<file path="src/design/rps_consts.svh">
`ifndef RPS_CONSTS_SVH
`define RPS_CONSTS_SVH
// ****************************************
// Timing figures, as printed
// ****************************************
`define RPS_CLK_HZ        25000000
`define RPS_DEBOUNCE_MS   32
`define RPS_RESET_MS      20
`define RPS_REG_STD_US    125
`define RPS_REG_LONG_MS   10
`define RPS_HOLD_MS       500
// ****************************************
// Derived cycle counts
// ****************************************
`define RPS_MS_CYC(ms)    ((ms) * (`RPS_CLK_HZ / 1000))
`define RPS_US_CYC(us)    ((us) * (`RPS_CLK_HZ / 1000000))
// ****************************************
// Power-good hysteresis, per mille of target
// ****************************************
`define RPS_PG_RISE_PM    10'h3B6
`define RPS_PG_FALL_PM    10'h384
`define RPS_CNT_W         32
`endif

</file>
<file path="src/design/rps_pkg.sv">
package rps_pkg;
  typedef enum logic [7:0] {
    RPS_OFF      = 8'h01,
    RPS_PRI_UP   = 8'h02,
    RPS_SEC_WAIT = 8'h04,
    RPS_SEC_UP   = 8'h08,
    RPS_RST_WAIT = 8'h10,
    RPS_RUN      = 8'h20,
    RPS_SEC_DOWN = 8'h40,
    RPS_PRI_DOWN = 8'h80
  } rps_state_t;
endpackage

</file>
<file path="src/design/rps_pg_if.sv">
`timescale 1ns/100ps
interface rps_pg_if;
  logic [9:0] level;
  logic       good;
  modport mon (input level, output good);
  modport seq (output level, input good);
endinterface

</file>
<file path="src/design/rps_power_good.sv">
`timescale 1ns/100ps
`include "rps_consts.svh"
module rps_power_good (
  input wire logic clk,
  input wire logic srst,
  rps_pg_if.mon    pg
);
  // ****************************************
  // Hysteresis comparator
  // ****************************************
  always_ff @(posedge clk) begin
    if (srst) begin
      pg.good <= 1'b0;
    end else if (pg.level >= `RPS_PG_RISE_PM) begin
      pg.good <= 1'b1; // [RULE1]
    end else if (pg.level <= `RPS_PG_FALL_PM) begin
      pg.good <= 1'b0; // [RULE2]
    end
  end
endmodule

</file>
<file path="src/design/rps_sequencer.sv">
`timescale 1ns/100ps
`include "rps_consts.svh"
// Notes on behaviour
// [RULE1] Power-good sets at upper threshold
// [RULE2] Power-good clears only at lower threshold
// [RULE3] Power-good flags stay internal
// [RULE4] Reset rises reset delay after secondary good
// [RULE5] Secondary off reset delay after reset falls
// [RULE6] Secondary on regulator delay after primary good
// [RULE7] Primary off regulator delay after secondary drops
// [RULE8] Build option selects long regulator delay
// [RULE9] Hold window timed from reset rising
// [RULE10] Debounced key asserts interrupt, starts power-up
// [RULE11] Debounced external power starts power-up
// [RULE12] Hold timeout drops interrupt, reset, powers down
// [RULE13] External power keeps rails; loss starts shutdown
// [RULE14] Reset low until power-up completes
module rps_sequencer
  import rps_pkg::*;
#(
  parameter bit          LONG_REG_DELAY = 1'b0,
  parameter int unsigned DEBOUNCE_CYC   = `RPS_MS_CYC(`RPS_DEBOUNCE_MS),
  parameter int unsigned RESET_CYC      = `RPS_MS_CYC(`RPS_RESET_MS),
  parameter int unsigned REG_STD_CYC    = `RPS_US_CYC(`RPS_REG_STD_US),
  parameter int unsigned REG_LONG_CYC   = `RPS_MS_CYC(`RPS_REG_LONG_MS),
  parameter int unsigned HOLD_CYC       = `RPS_MS_CYC(`RPS_HOLD_MS)
) (
  input  wire logic       clk,
  input  wire logic       srst,
  input  wire logic       powerKeyIn,
  input  wire logic       externalPowerDetect_n,
  input  wire logic       hostPowerKeep,
  input  wire logic [9:0] primaryLevel,
  input  wire logic [9:0] secondaryLevel,
  output logic            primaryRegulatorEn,
  output logic            secondaryRegulatorEn,
  output logic            resetOut_n,
  output logic            resetOutOe,
  output logic            irqOut_n,
  output logic            irqOutOe
);
  localparam int unsigned REG_CYC = LONG_REG_DELAY ? REG_LONG_CYC : REG_STD_CYC; // [RULE8]

  rps_state_t            state;
  logic [`RPS_CNT_W-1:0] timer;
  logic [`RPS_CNT_W-1:0] keyCnt;
  logic [`RPS_CNT_W-1:0] extCnt;
  logic                  keyValid;
  logic                  extValid;
  logic                  keyPrev;
  logic                  irqActive;
  logic                  held;
  logic                  priGood;
  logic                  secGood;
  logic                  priGoodPrev;
  logic                  secGoodPrev;

  function automatic logic reached(input logic [`RPS_CNT_W-1:0] cnt, input int unsigned lim);
    reached = (cnt >= lim[`RPS_CNT_W-1:0] - `RPS_CNT_W'h1);
  endfunction

  // ****************************************
  // Power-good monitors, never leave the block
  // ****************************************
  rps_pg_if priIf ();
  rps_pg_if secIf ();
  assign priIf.level = primaryLevel;
  assign secIf.level = secondaryLevel;
  assign priGood     = priIf.good; // [RULE3]
  assign secGood     = secIf.good; // [RULE3]

  rps_power_good uPriGood (
    .clk  (clk),
    .srst (srst),
    .pg   (priIf)
  );
  rps_power_good uSecGood (
    .clk  (clk),
    .srst (srst),
    .pg   (secIf)
  );

  // ****************************************
  // Debouncers
  // ****************************************
  always_ff @(posedge clk) begin
    if (srst || !powerKeyIn) begin
      keyCnt   <= '0;
      keyValid <= 1'b0;
    end else if (keyCnt > DEBOUNCE_CYC[`RPS_CNT_W-1:0]) begin
      keyValid <= 1'b1; // [RULE10]
    end else begin
      keyCnt <= keyCnt + `RPS_CNT_W'h1;
    end
  end

  always_ff @(posedge clk) begin
    if (srst || externalPowerDetect_n) begin
      extCnt   <= '0;
      extValid <= 1'b0;
    end else if (extCnt >= DEBOUNCE_CYC[`RPS_CNT_W-1:0]) begin
      extValid <= 1'b1; // [RULE11]
    end else begin
      extCnt <= extCnt + `RPS_CNT_W'h1;
    end
  end

  always_ff @(posedge clk) begin
    if (srst) begin
      keyPrev     <= 1'b0;
      priGoodPrev <= 1'b0;
      secGoodPrev <= 1'b0;
    end else begin
      keyPrev     <= keyValid;
      priGoodPrev <= priGood;
      secGoodPrev <= secGood;
    end
  end

  // ****************************************
  // Sequencer
  // ****************************************
  always_ff @(posedge clk) begin
    if (srst) begin
      state <= RPS_OFF;
      timer <= '0;
      held  <= 1'b0;
    end else begin
      timer <= timer + `RPS_CNT_W'h1;
      case (state)
        RPS_OFF: begin
          timer <= '0;
          held  <= 1'b0;
          if ((keyValid && !keyPrev) || extValid) begin
            state <= RPS_PRI_UP; // [RULE10] [RULE11]
          end
        end
        RPS_PRI_UP: begin
          timer <= '0;
          if (priGood && !priGoodPrev) begin
            state <= RPS_SEC_WAIT;
          end
        end
        RPS_SEC_WAIT: begin
          if (reached(timer, REG_CYC)) begin
            state <= RPS_SEC_UP; // [RULE6]
          end
        end
        RPS_SEC_UP: begin
          timer <= '0;
          if (secGood && !secGoodPrev) begin
            state <= RPS_RST_WAIT;
          end
        end
        RPS_RST_WAIT: begin
          if (reached(timer, RESET_CYC)) begin
            timer <= '0;
            state <= RPS_RUN; // [RULE4]
          end
        end
        RPS_RUN: begin
          if (hostPowerKeep) begin
            held <= 1'b1;
          end
          if (timer == HOLD_CYC[`RPS_CNT_W-1:0]) begin
            timer <= timer; // [RULE9]
          end
          if (!hostPowerKeep && !extValid &&
              (held || timer >= HOLD_CYC[`RPS_CNT_W-1:0])) begin
            timer <= '0;
            state <= RPS_SEC_DOWN; // [RULE12] [RULE13]
          end
        end
        RPS_SEC_DOWN: begin
          if (reached(timer, RESET_CYC)) begin
            state <= RPS_PRI_DOWN; // [RULE5]
          end
        end
        RPS_PRI_DOWN: begin
          if (secGood) begin
            timer <= '0;
          end else if (reached(timer, REG_CYC)) begin
            state <= RPS_OFF; // [RULE7]
          end
        end
        default: begin
          state <= RPS_OFF;
        end
      endcase
    end
  end

  // ****************************************
  // Interrupt from key press to hold decision
  // ****************************************
  always_ff @(posedge clk) begin
    if (srst) begin
      irqActive <= 1'b0;
    end else if (keyValid && !keyPrev) begin
      irqActive <= 1'b1; // [RULE10]
    end else if (state == RPS_RUN &&
                 (hostPowerKeep || timer >= HOLD_CYC[`RPS_CNT_W-1:0])) begin
      irqActive <= 1'b0; // [RULE12]
    end else if (state == RPS_OFF) begin
      irqActive <= 1'b0;
    end
  end

  // ****************************************
  // Enables and output enables, registered; open-drain data tied low
  // ****************************************
  always_ff @(posedge clk) begin
    if (srst) begin
      primaryRegulatorEn   <= 1'b0;
      secondaryRegulatorEn <= 1'b0;
      resetOutOe           <= 1'b1;
      irqOutOe             <= 1'b0;
    end else begin
      primaryRegulatorEn   <= (state != RPS_OFF);
      secondaryRegulatorEn <= (state == RPS_SEC_UP) || (state == RPS_RST_WAIT) ||
                              (state == RPS_RUN) || (state == RPS_SEC_DOWN);
      resetOutOe           <= (state != RPS_RUN); // [RULE14]
      irqOutOe             <= irqActive;
    end
  end

  assign resetOut_n = 1'b0;
  assign irqOut_n   = 1'b0;
endmodule

</file>
<file path="config.mk">
export PLATFORM = sky130hd
export DESIGN_NAME = rps_sequencer
export DESIGN_NICKNAME = d
export VERILOG_FILES = /design/src/design/rps_pkg.sv /design/src/design/rps_pg_if.sv /design/src/design/rps_power_good.sv /design/src/design/rps_sequencer.sv
export VERILOG_INCLUDE_DIRS = /design/src /design/src/design
export SDC_FILE = /design/constraint.sdc
export NUM_CORES = 1
export LEC_CHECK = 0
export BUFFER_PORTS_ARGS = -buffer_cell sky130_fd_sc_hd__buf_2
export CAP_MARGIN = 25
export CORE_ASPECT_RATIO = 1.2
export CORE_MARGIN = 4
export CORE_UTILIZATION = 45
export DETAILED_ROUTE_END_ITERATION = 10
export GPL_ROUTABILITY_DRIVEN = 0
export GPL_TIMING_DRIVEN = 0
export PLACE_DENSITY_LB_ADDON = 0.3
export SYNTH_ARGS = -nofsm -noshare
export SYNTH_HDL_FRONTEND = slang
export SYNTH_HIERARCHICAL = 1
export SYNTH_SLANG_ARGS = --single-unit
</file>
<file path="constraint.sdc">
create_clock -name clk -period 6.4 [get_ports clk]
set_clock_uncertainty 0.05 [all_clocks]
set_input_delay 0.64 -clock clk [delete_from_list [all_inputs] [get_ports clk]]
set_output_delay 0.64 -clock clk [all_outputs]
set_load 0.05 [all_outputs]
</file>
=== Word-level counts from Yosys, hierarchy flattened ===
Cells that the tools add are included.

* Flip-flop bits (word level): 117
* Memories kept: 0
* Latch bits: 0
* Memory bits (writable): 0
* Memory bits (read-only): 0
* Word-level logic and storage cells: 102

* Multipliers: 0
* Shifts and indexed selects: 0
* Bitwise operators: 0
* Eq/ne operators: 22
* $lt $le $gt $ge: 9
* Add/subtract/negate cells: 3
* Div/mod/pow operators: 0
* Mux-type cells: 24
* Reduce and logical (&&, ||, !) cells: 27

{| class="wikitable"
|+ Operator list
! kind !! number
|-
| two-way mux 32 bit || 4
|-
| one-hot mux 32 bit (4 select lines) || 1
|-
| adder 32 x 1 -> 32 bit (second input constant) || 3
|-
| two-way mux 8 bit || 9
|-
| one-hot mux 8 bit (8 select lines) || 1
|-
| == test 32 x 24 -> 1 bit (second input constant) || 1
|-
| >= comparator 32 x 12 -> 1 bit (second input constant) || 1
|-
| >= comparator 32 x 19 -> 1 bit (second input constant) || 1
|-
| >= comparator 32 x 20 -> 1 bit (second input constant) || 1
|-
| >= comparator 32 x 24 -> 1 bit (second input constant) || 1
|-
| greater-than comparator 32 x 20 -> 1 bit (second input constant) || 1
|-
| >= comparator 10 bit (second input constant) || 2
|-
| <= comparator 10 bit (second input constant) || 2
|-
| != test 2 bit (second input constant) || 10
|-
| AND reduction 9 bit || 1
|-
| == test 8 x 1 -> 1 bit (second input constant) || 1
|-
| == test 8 x 2 -> 1 bit (second input constant) || 1
|-
| == test 8 x 3 -> 1 bit (second input constant) || 1
|-
| == test 8 x 4 -> 1 bit (second input constant) || 1
|-
| == test 8 x 5 -> 1 bit (second input constant) || 1
|-
| == test 8 x 6 -> 1 bit (second input constant) || 1
|-
| == test 8 x 7 -> 1 bit (second input constant) || 1
|-
| == test 8 bit (second input constant) || 1
|-
| logical OR 1 bit || 8
|-
| other kinds (11) || 30
|}

=== Depth between registers and ports, before layout ===
* Depth in word-level cells: 5
* Depth in mapped cells: 9

=== Hierarchy ===
Netlist, hierarchy kept.

{| class="wikitable"
|+ Modules (own cells, without submodules)
! module !! times used !! cells each !! sequential area each (µm²) !! area each (µm²)
|-
| rps_sequencer || 1 || 611 || 2302.2 || 5255.0
|-
| rps_power_good || 2 || 7 || 20.0 || 72.6
|}

=== Worst setup path after synthesis ===
Ideal clock, no wire load.

* Kind: reg-to-reg
* Start point: reg state[0]
* End point: reg state[4]
* Buffers on the path: 3
* Arrival time: 2.307 ns
* Required time: 6.227 ns
* Stages on the path, launching flop included: 10
* Path slack: 3.919 ns
* Setup time: 0.123 ns
* Cell sequence: dfxtp_1 > or4_1 > buf_2 > or4_1 > buf_2 > nor2_1 > nand2b_1 > nand2b_1 > buf_2 > mux2_1

* Word-level cells in the longest chain between the ends: 3
* Elaborated cells on any way between the ends: 19
* Classes of those cells: eq/ne (17); mux (1); reduce/logical (1)

{| class="wikitable"
|+ Ends and longest elaborated chain
! item !! line !! source
|-
| from (decl) || rps_sequencer.sv:44 || <nowiki>rps_state_t state;</nowiki>
|-
| from (signal assigned) || rps_sequencer.sv:125 || <nowiki>state <= RPS_OFF;</nowiki>
|-
| from (signal assigned) || rps_sequencer.sv:135 || <nowiki>state <= RPS_PRI_UP;</nowiki>
|-
| from (signal assigned) || rps_sequencer.sv:141 || <nowiki>state <= RPS_SEC_WAIT;</nowiki>
|-
| == test 8 bit, or another cell as far along || rps_sequencer.sv:130 || <nowiki>case (state)</nowiki>
|-
| != test 2 bit (no source line) || n/a ||
|-
| AND reduction 9 bit (no source line) || n/a ||
|}

Several ways; a longest one is shown, not always the timed one.
A chain may end at the register's enable or synchronous reset.

=== Worst setup path in the final report ===
Same ends and word-level chain as after synthesis.

==> results.py <==
metrics = {
    "outcome": {
        "status": "completed",
    },
    "global_routing": {
        "grt_usage": 0.172,
        "grt_max_degree": 17,
        "grt_antenna_before_repair": 0,
        "grt.overflow.total": 0,
        "first_global_vias": 4275,
        "grt_pass1_wl_um": 19000,
    },
    "flow_run": {
        "drv_cap": 0,
    },
    "cts": {
        "cts_made_buffers": 17,
        "ctsHoldBuffers": 0,
        "clockBufferDepth": 2,
        "cts_tree": "done",
        "clockRootBuffer": "clkbuf_16",
        "clk_latency_ns": 0.42,
        "cts_resized": 0,
        "path_clk_slew_ns": 0.05,
        "cts_setup_buffers": 0,
        "h-tree-depth": 4,
        "clock-sinks": 117,
    },
    "final_layout": {
        "post_route_cells_drive_above_1_share": 0.121,
        "regArea_sq_mm": 0.00234,
        "num_antenna_cells": 0,
        "fillCellCount": 1052,
        "fin_cells": 843,
        "multi_input_area_sq_mm": 0.00284,
        "fin_nets": 706,
        "area_growth_pct": 17.1,
    },
    "die": {
        "start_util": 0.463,
        "die-area_sq_mm": 0.0138,
        "core_sq_mm": 0.0117,
        "die_h_um": 128,
        "io-pin-count": 31,
        "fp.dieW_um": 108,
        "row_count": 43,
    },
    "critical_path": {
        "path_class": "reg2reg",
        "crit_path_start_kind": "flop",
        "cp.required_ns": 6.65,
        "worstPathMaxFanout": 7,
        "cp_data_arrival_time_ns": 2.90,
        "end_kind": "flop",
        "r2r_slack_ns": 3.75,
    },
    "drt": {
        "drc": 0,
        "num_vias": 4494,
        "routed_wl_um": 11100,
        "via_per_inst": 5.33,
        "first_iter_violations": 204,
        "drt_first_pass_iters": 4,
        "antenna_left": 0,
        "wl_per_cell_um": 13.2,
    },
    "timing": {
        "slew_viol_final": 0,
        "rsz0062_at_grt": "no",
        "min_period_ns": 2.65,
        "max_freq_mhz": 377,
        "fin_crit_sh": 0.414,
        "max_slew.worst_pin.slew_ns": 0.761,
        "max_slew_margin": 0.489,
        "setup_viol": 0,
        "setup_tns_ns": 0,
        "hold_viol_final": 0,
    },
    "pwr": {
        "power.density_mw_per_mm2": 292,
        "p_leak_nw": 2.15,
        "ir_worst_vdd_mv": 0.200,
    },
    "synthesis": {
        "synth_adder_area_share": 0.0139,
        "synth-compound-area-share": 0.105,
        "synth.area.top_cells": "dfxtp_1 (43%), xnor2_1 (6.2%), nor2_1 (6.0%)",
        "synth-seq-cells": 117,
        "synthMuxAreaShare": 0.00765,
        "synth_xor_area_frac": 0.0941,
        "synth_top_family_by_area": "simple AND/OR/NAND/NOR gates",
        "synth-warning-count": 6,
        "post-synth-top-area-cell": "dfxtp_1",
        "async_flop_share": 0,
        "synth.top_cell.area_share": 0.434,
        "ys_seq_area_frac": 0.434,
        "synth_ff_type": "dfxtp_1",
        "syn_area_sq_mm": 0.00540,
        "syn_inst": 625,
        "synth_edf_count": 0,
        "synthDistinctLibCells": 61,
        "syn_area_per_cell_sq_um": 8.64,
        "synthSimpleGateAreaFrac": 0.304,
    },
    "place": {
        "portBuffers": 28,
        "placedCellCount": 812,
        "dp_hpwl_um": 7850,
    },
    "hold_path": {
        "hold_class": "reg2reg",
    },
}
## Yosys cell counts, drive strengths merged, types with 5 or more instances
| library cell | count |
|---|---|
| nand4 | 18 |
| and3 | 5 |
| clkbuf | 20 |
| dfxtp | 117 |
| a21oi | 21 |
| and2 | 28 |
| nand2b | 11 |
| nor3 | 15 |
| ha | 6 |
| nor4 | 36 |
| inv | 22 |
| nand4b | 5 |
| a31oi | 5 |
| nand3 | 25 |
| nand2 | 44 |
| o21ai | 9 |
| nor2 | 86 |
| buf | 8 |
| nor2b | 7 |
| nand3b | 6 |
| xnor2 | 38 |
| or3 | 11 |
| xor2 | 20 |
| o21a | 5 |
## layout by cell type, fill, tap and decap left out, drive strengths merged, types with 11 or more instances in the layout
master  instances
a21oi          21
and2           28
buf            36
clkbuf         41
dfxtp         117
inv            22
nand2          44
nand2b         11
nand3          25
nand4          18
nor2           86
nor3           15
nor4           36
or3            11
xnor2          38
xor2           20
## sequential cells by signal, indices dropped and copies added (netlist names)
| name | cells |
|---|---|
| extValid | 1 |
| state | 8 |
| irqOutOe | 1 |
| held | 1 |
| timer | 32 |
| keyCnt | 32 |
| priGoodPrev | 1 |
| primaryRegulatorEn | 1 |
| uPriGood/pg.good | 1 |
| extCnt | 32 |
| uSecGood/pg.good | 1 |
| resetOutOe | 1 |
| irqActive | 1 |
| keyPrev | 1 |
| secGoodPrev | 1 |
| keyValid | 1 |
| secondaryRegulatorEn | 1 |
## metrics by stage
step                      utilization  total power, mW  hold WS [ns]  cell area, sq um  setup slack, ns
after floorplan                     -            0.909         0.376              5400             3.92
after global placement          0.492            0.953         0.388              5740             3.58
after detailed placement        0.493            0.957         0.395              5750             3.77
after CTS                       0.541             1.87         0.410              6320             3.75
after global routing            0.542             1.91         0.421              6320             3.56
final                           0.542             1.85         0.397              6320             3.75
## where the power goes
part / internal, mW / switching (mW) / total [mW]
Clock: 0.583 / 0.320 / 0.903
Sequential: 0.743 / 0.0126 / 0.756
Combinational: 0.0778 / 0.110 / 0.188
Total: 1.40 / 0.442 / 1.85
## path summary, 6_finish.rpt
| kind | to | cells past startpoint | start |
|---|---|---|---|
| worst max-delay path | state[4]$_SDFFE_PP0P_ | 9 | state[0]$_SDFFE_PP1P_ |
| worst min-delay path | keyPrev$_SDFF_PP0_ | 2 | keyValid$_SDFFE_PP0N_ |
| worst max register to register | state[4]$_SDFFE_PP0P_ | 9 | state[0]$_SDFFE_PP1P_ |
| worst min register to register | keyPrev$_SDFF_PP0_ | 2 | keyValid$_SDFFE_PP0N_ |
## metal layers
| layer | GRT usage | share of wire |
|---|---|---|
| met5 | 0 | 0 |
| met1 | 0.200 | 0.45 |
| met4 | 0.0795 | 0.023 |
| met3 | 0.0559 | 0.037 |
| met2 | 0.284 | 0.49 |
## layout make-up
type	count	area share
multi-input cells	459	0.449
flip-flops and latches	117	0.370
plain buffers	28	0.0220
clock inverters	10	0.0170
inverters	22	0.0131
repair buffers	30	0.0251
clock buffers	20	0.0722
well taps	157	0.0311
## logic make-up (layout without fill, tap and decap cells)
logic type               Yosys count  in the layout
AO/OA/AOI/OAI                     76             76
XOR/XNOR                          58             58
adder cells (fa/ha/maj)            6              6
buffers and inverters             50            110
flip-flops                       117            117
multiplexers                       4              4
other                              1              2
AND/OR/NAND/NOR                  313            313
## worst max-delay path, cell delays in order (launching register included)
cell and delay (ns):
dfxtp_1 0.33, or4_1 0.51, buf_2 0.17, or4_1 0.45, buf_2 0.17, nor2_1 0.14, nand2b_1 0.10, nand2b_1 0.07
buf_2 0.20, mux2_1 0.34
Note: power is estimated with default switching activity, not from simulation.
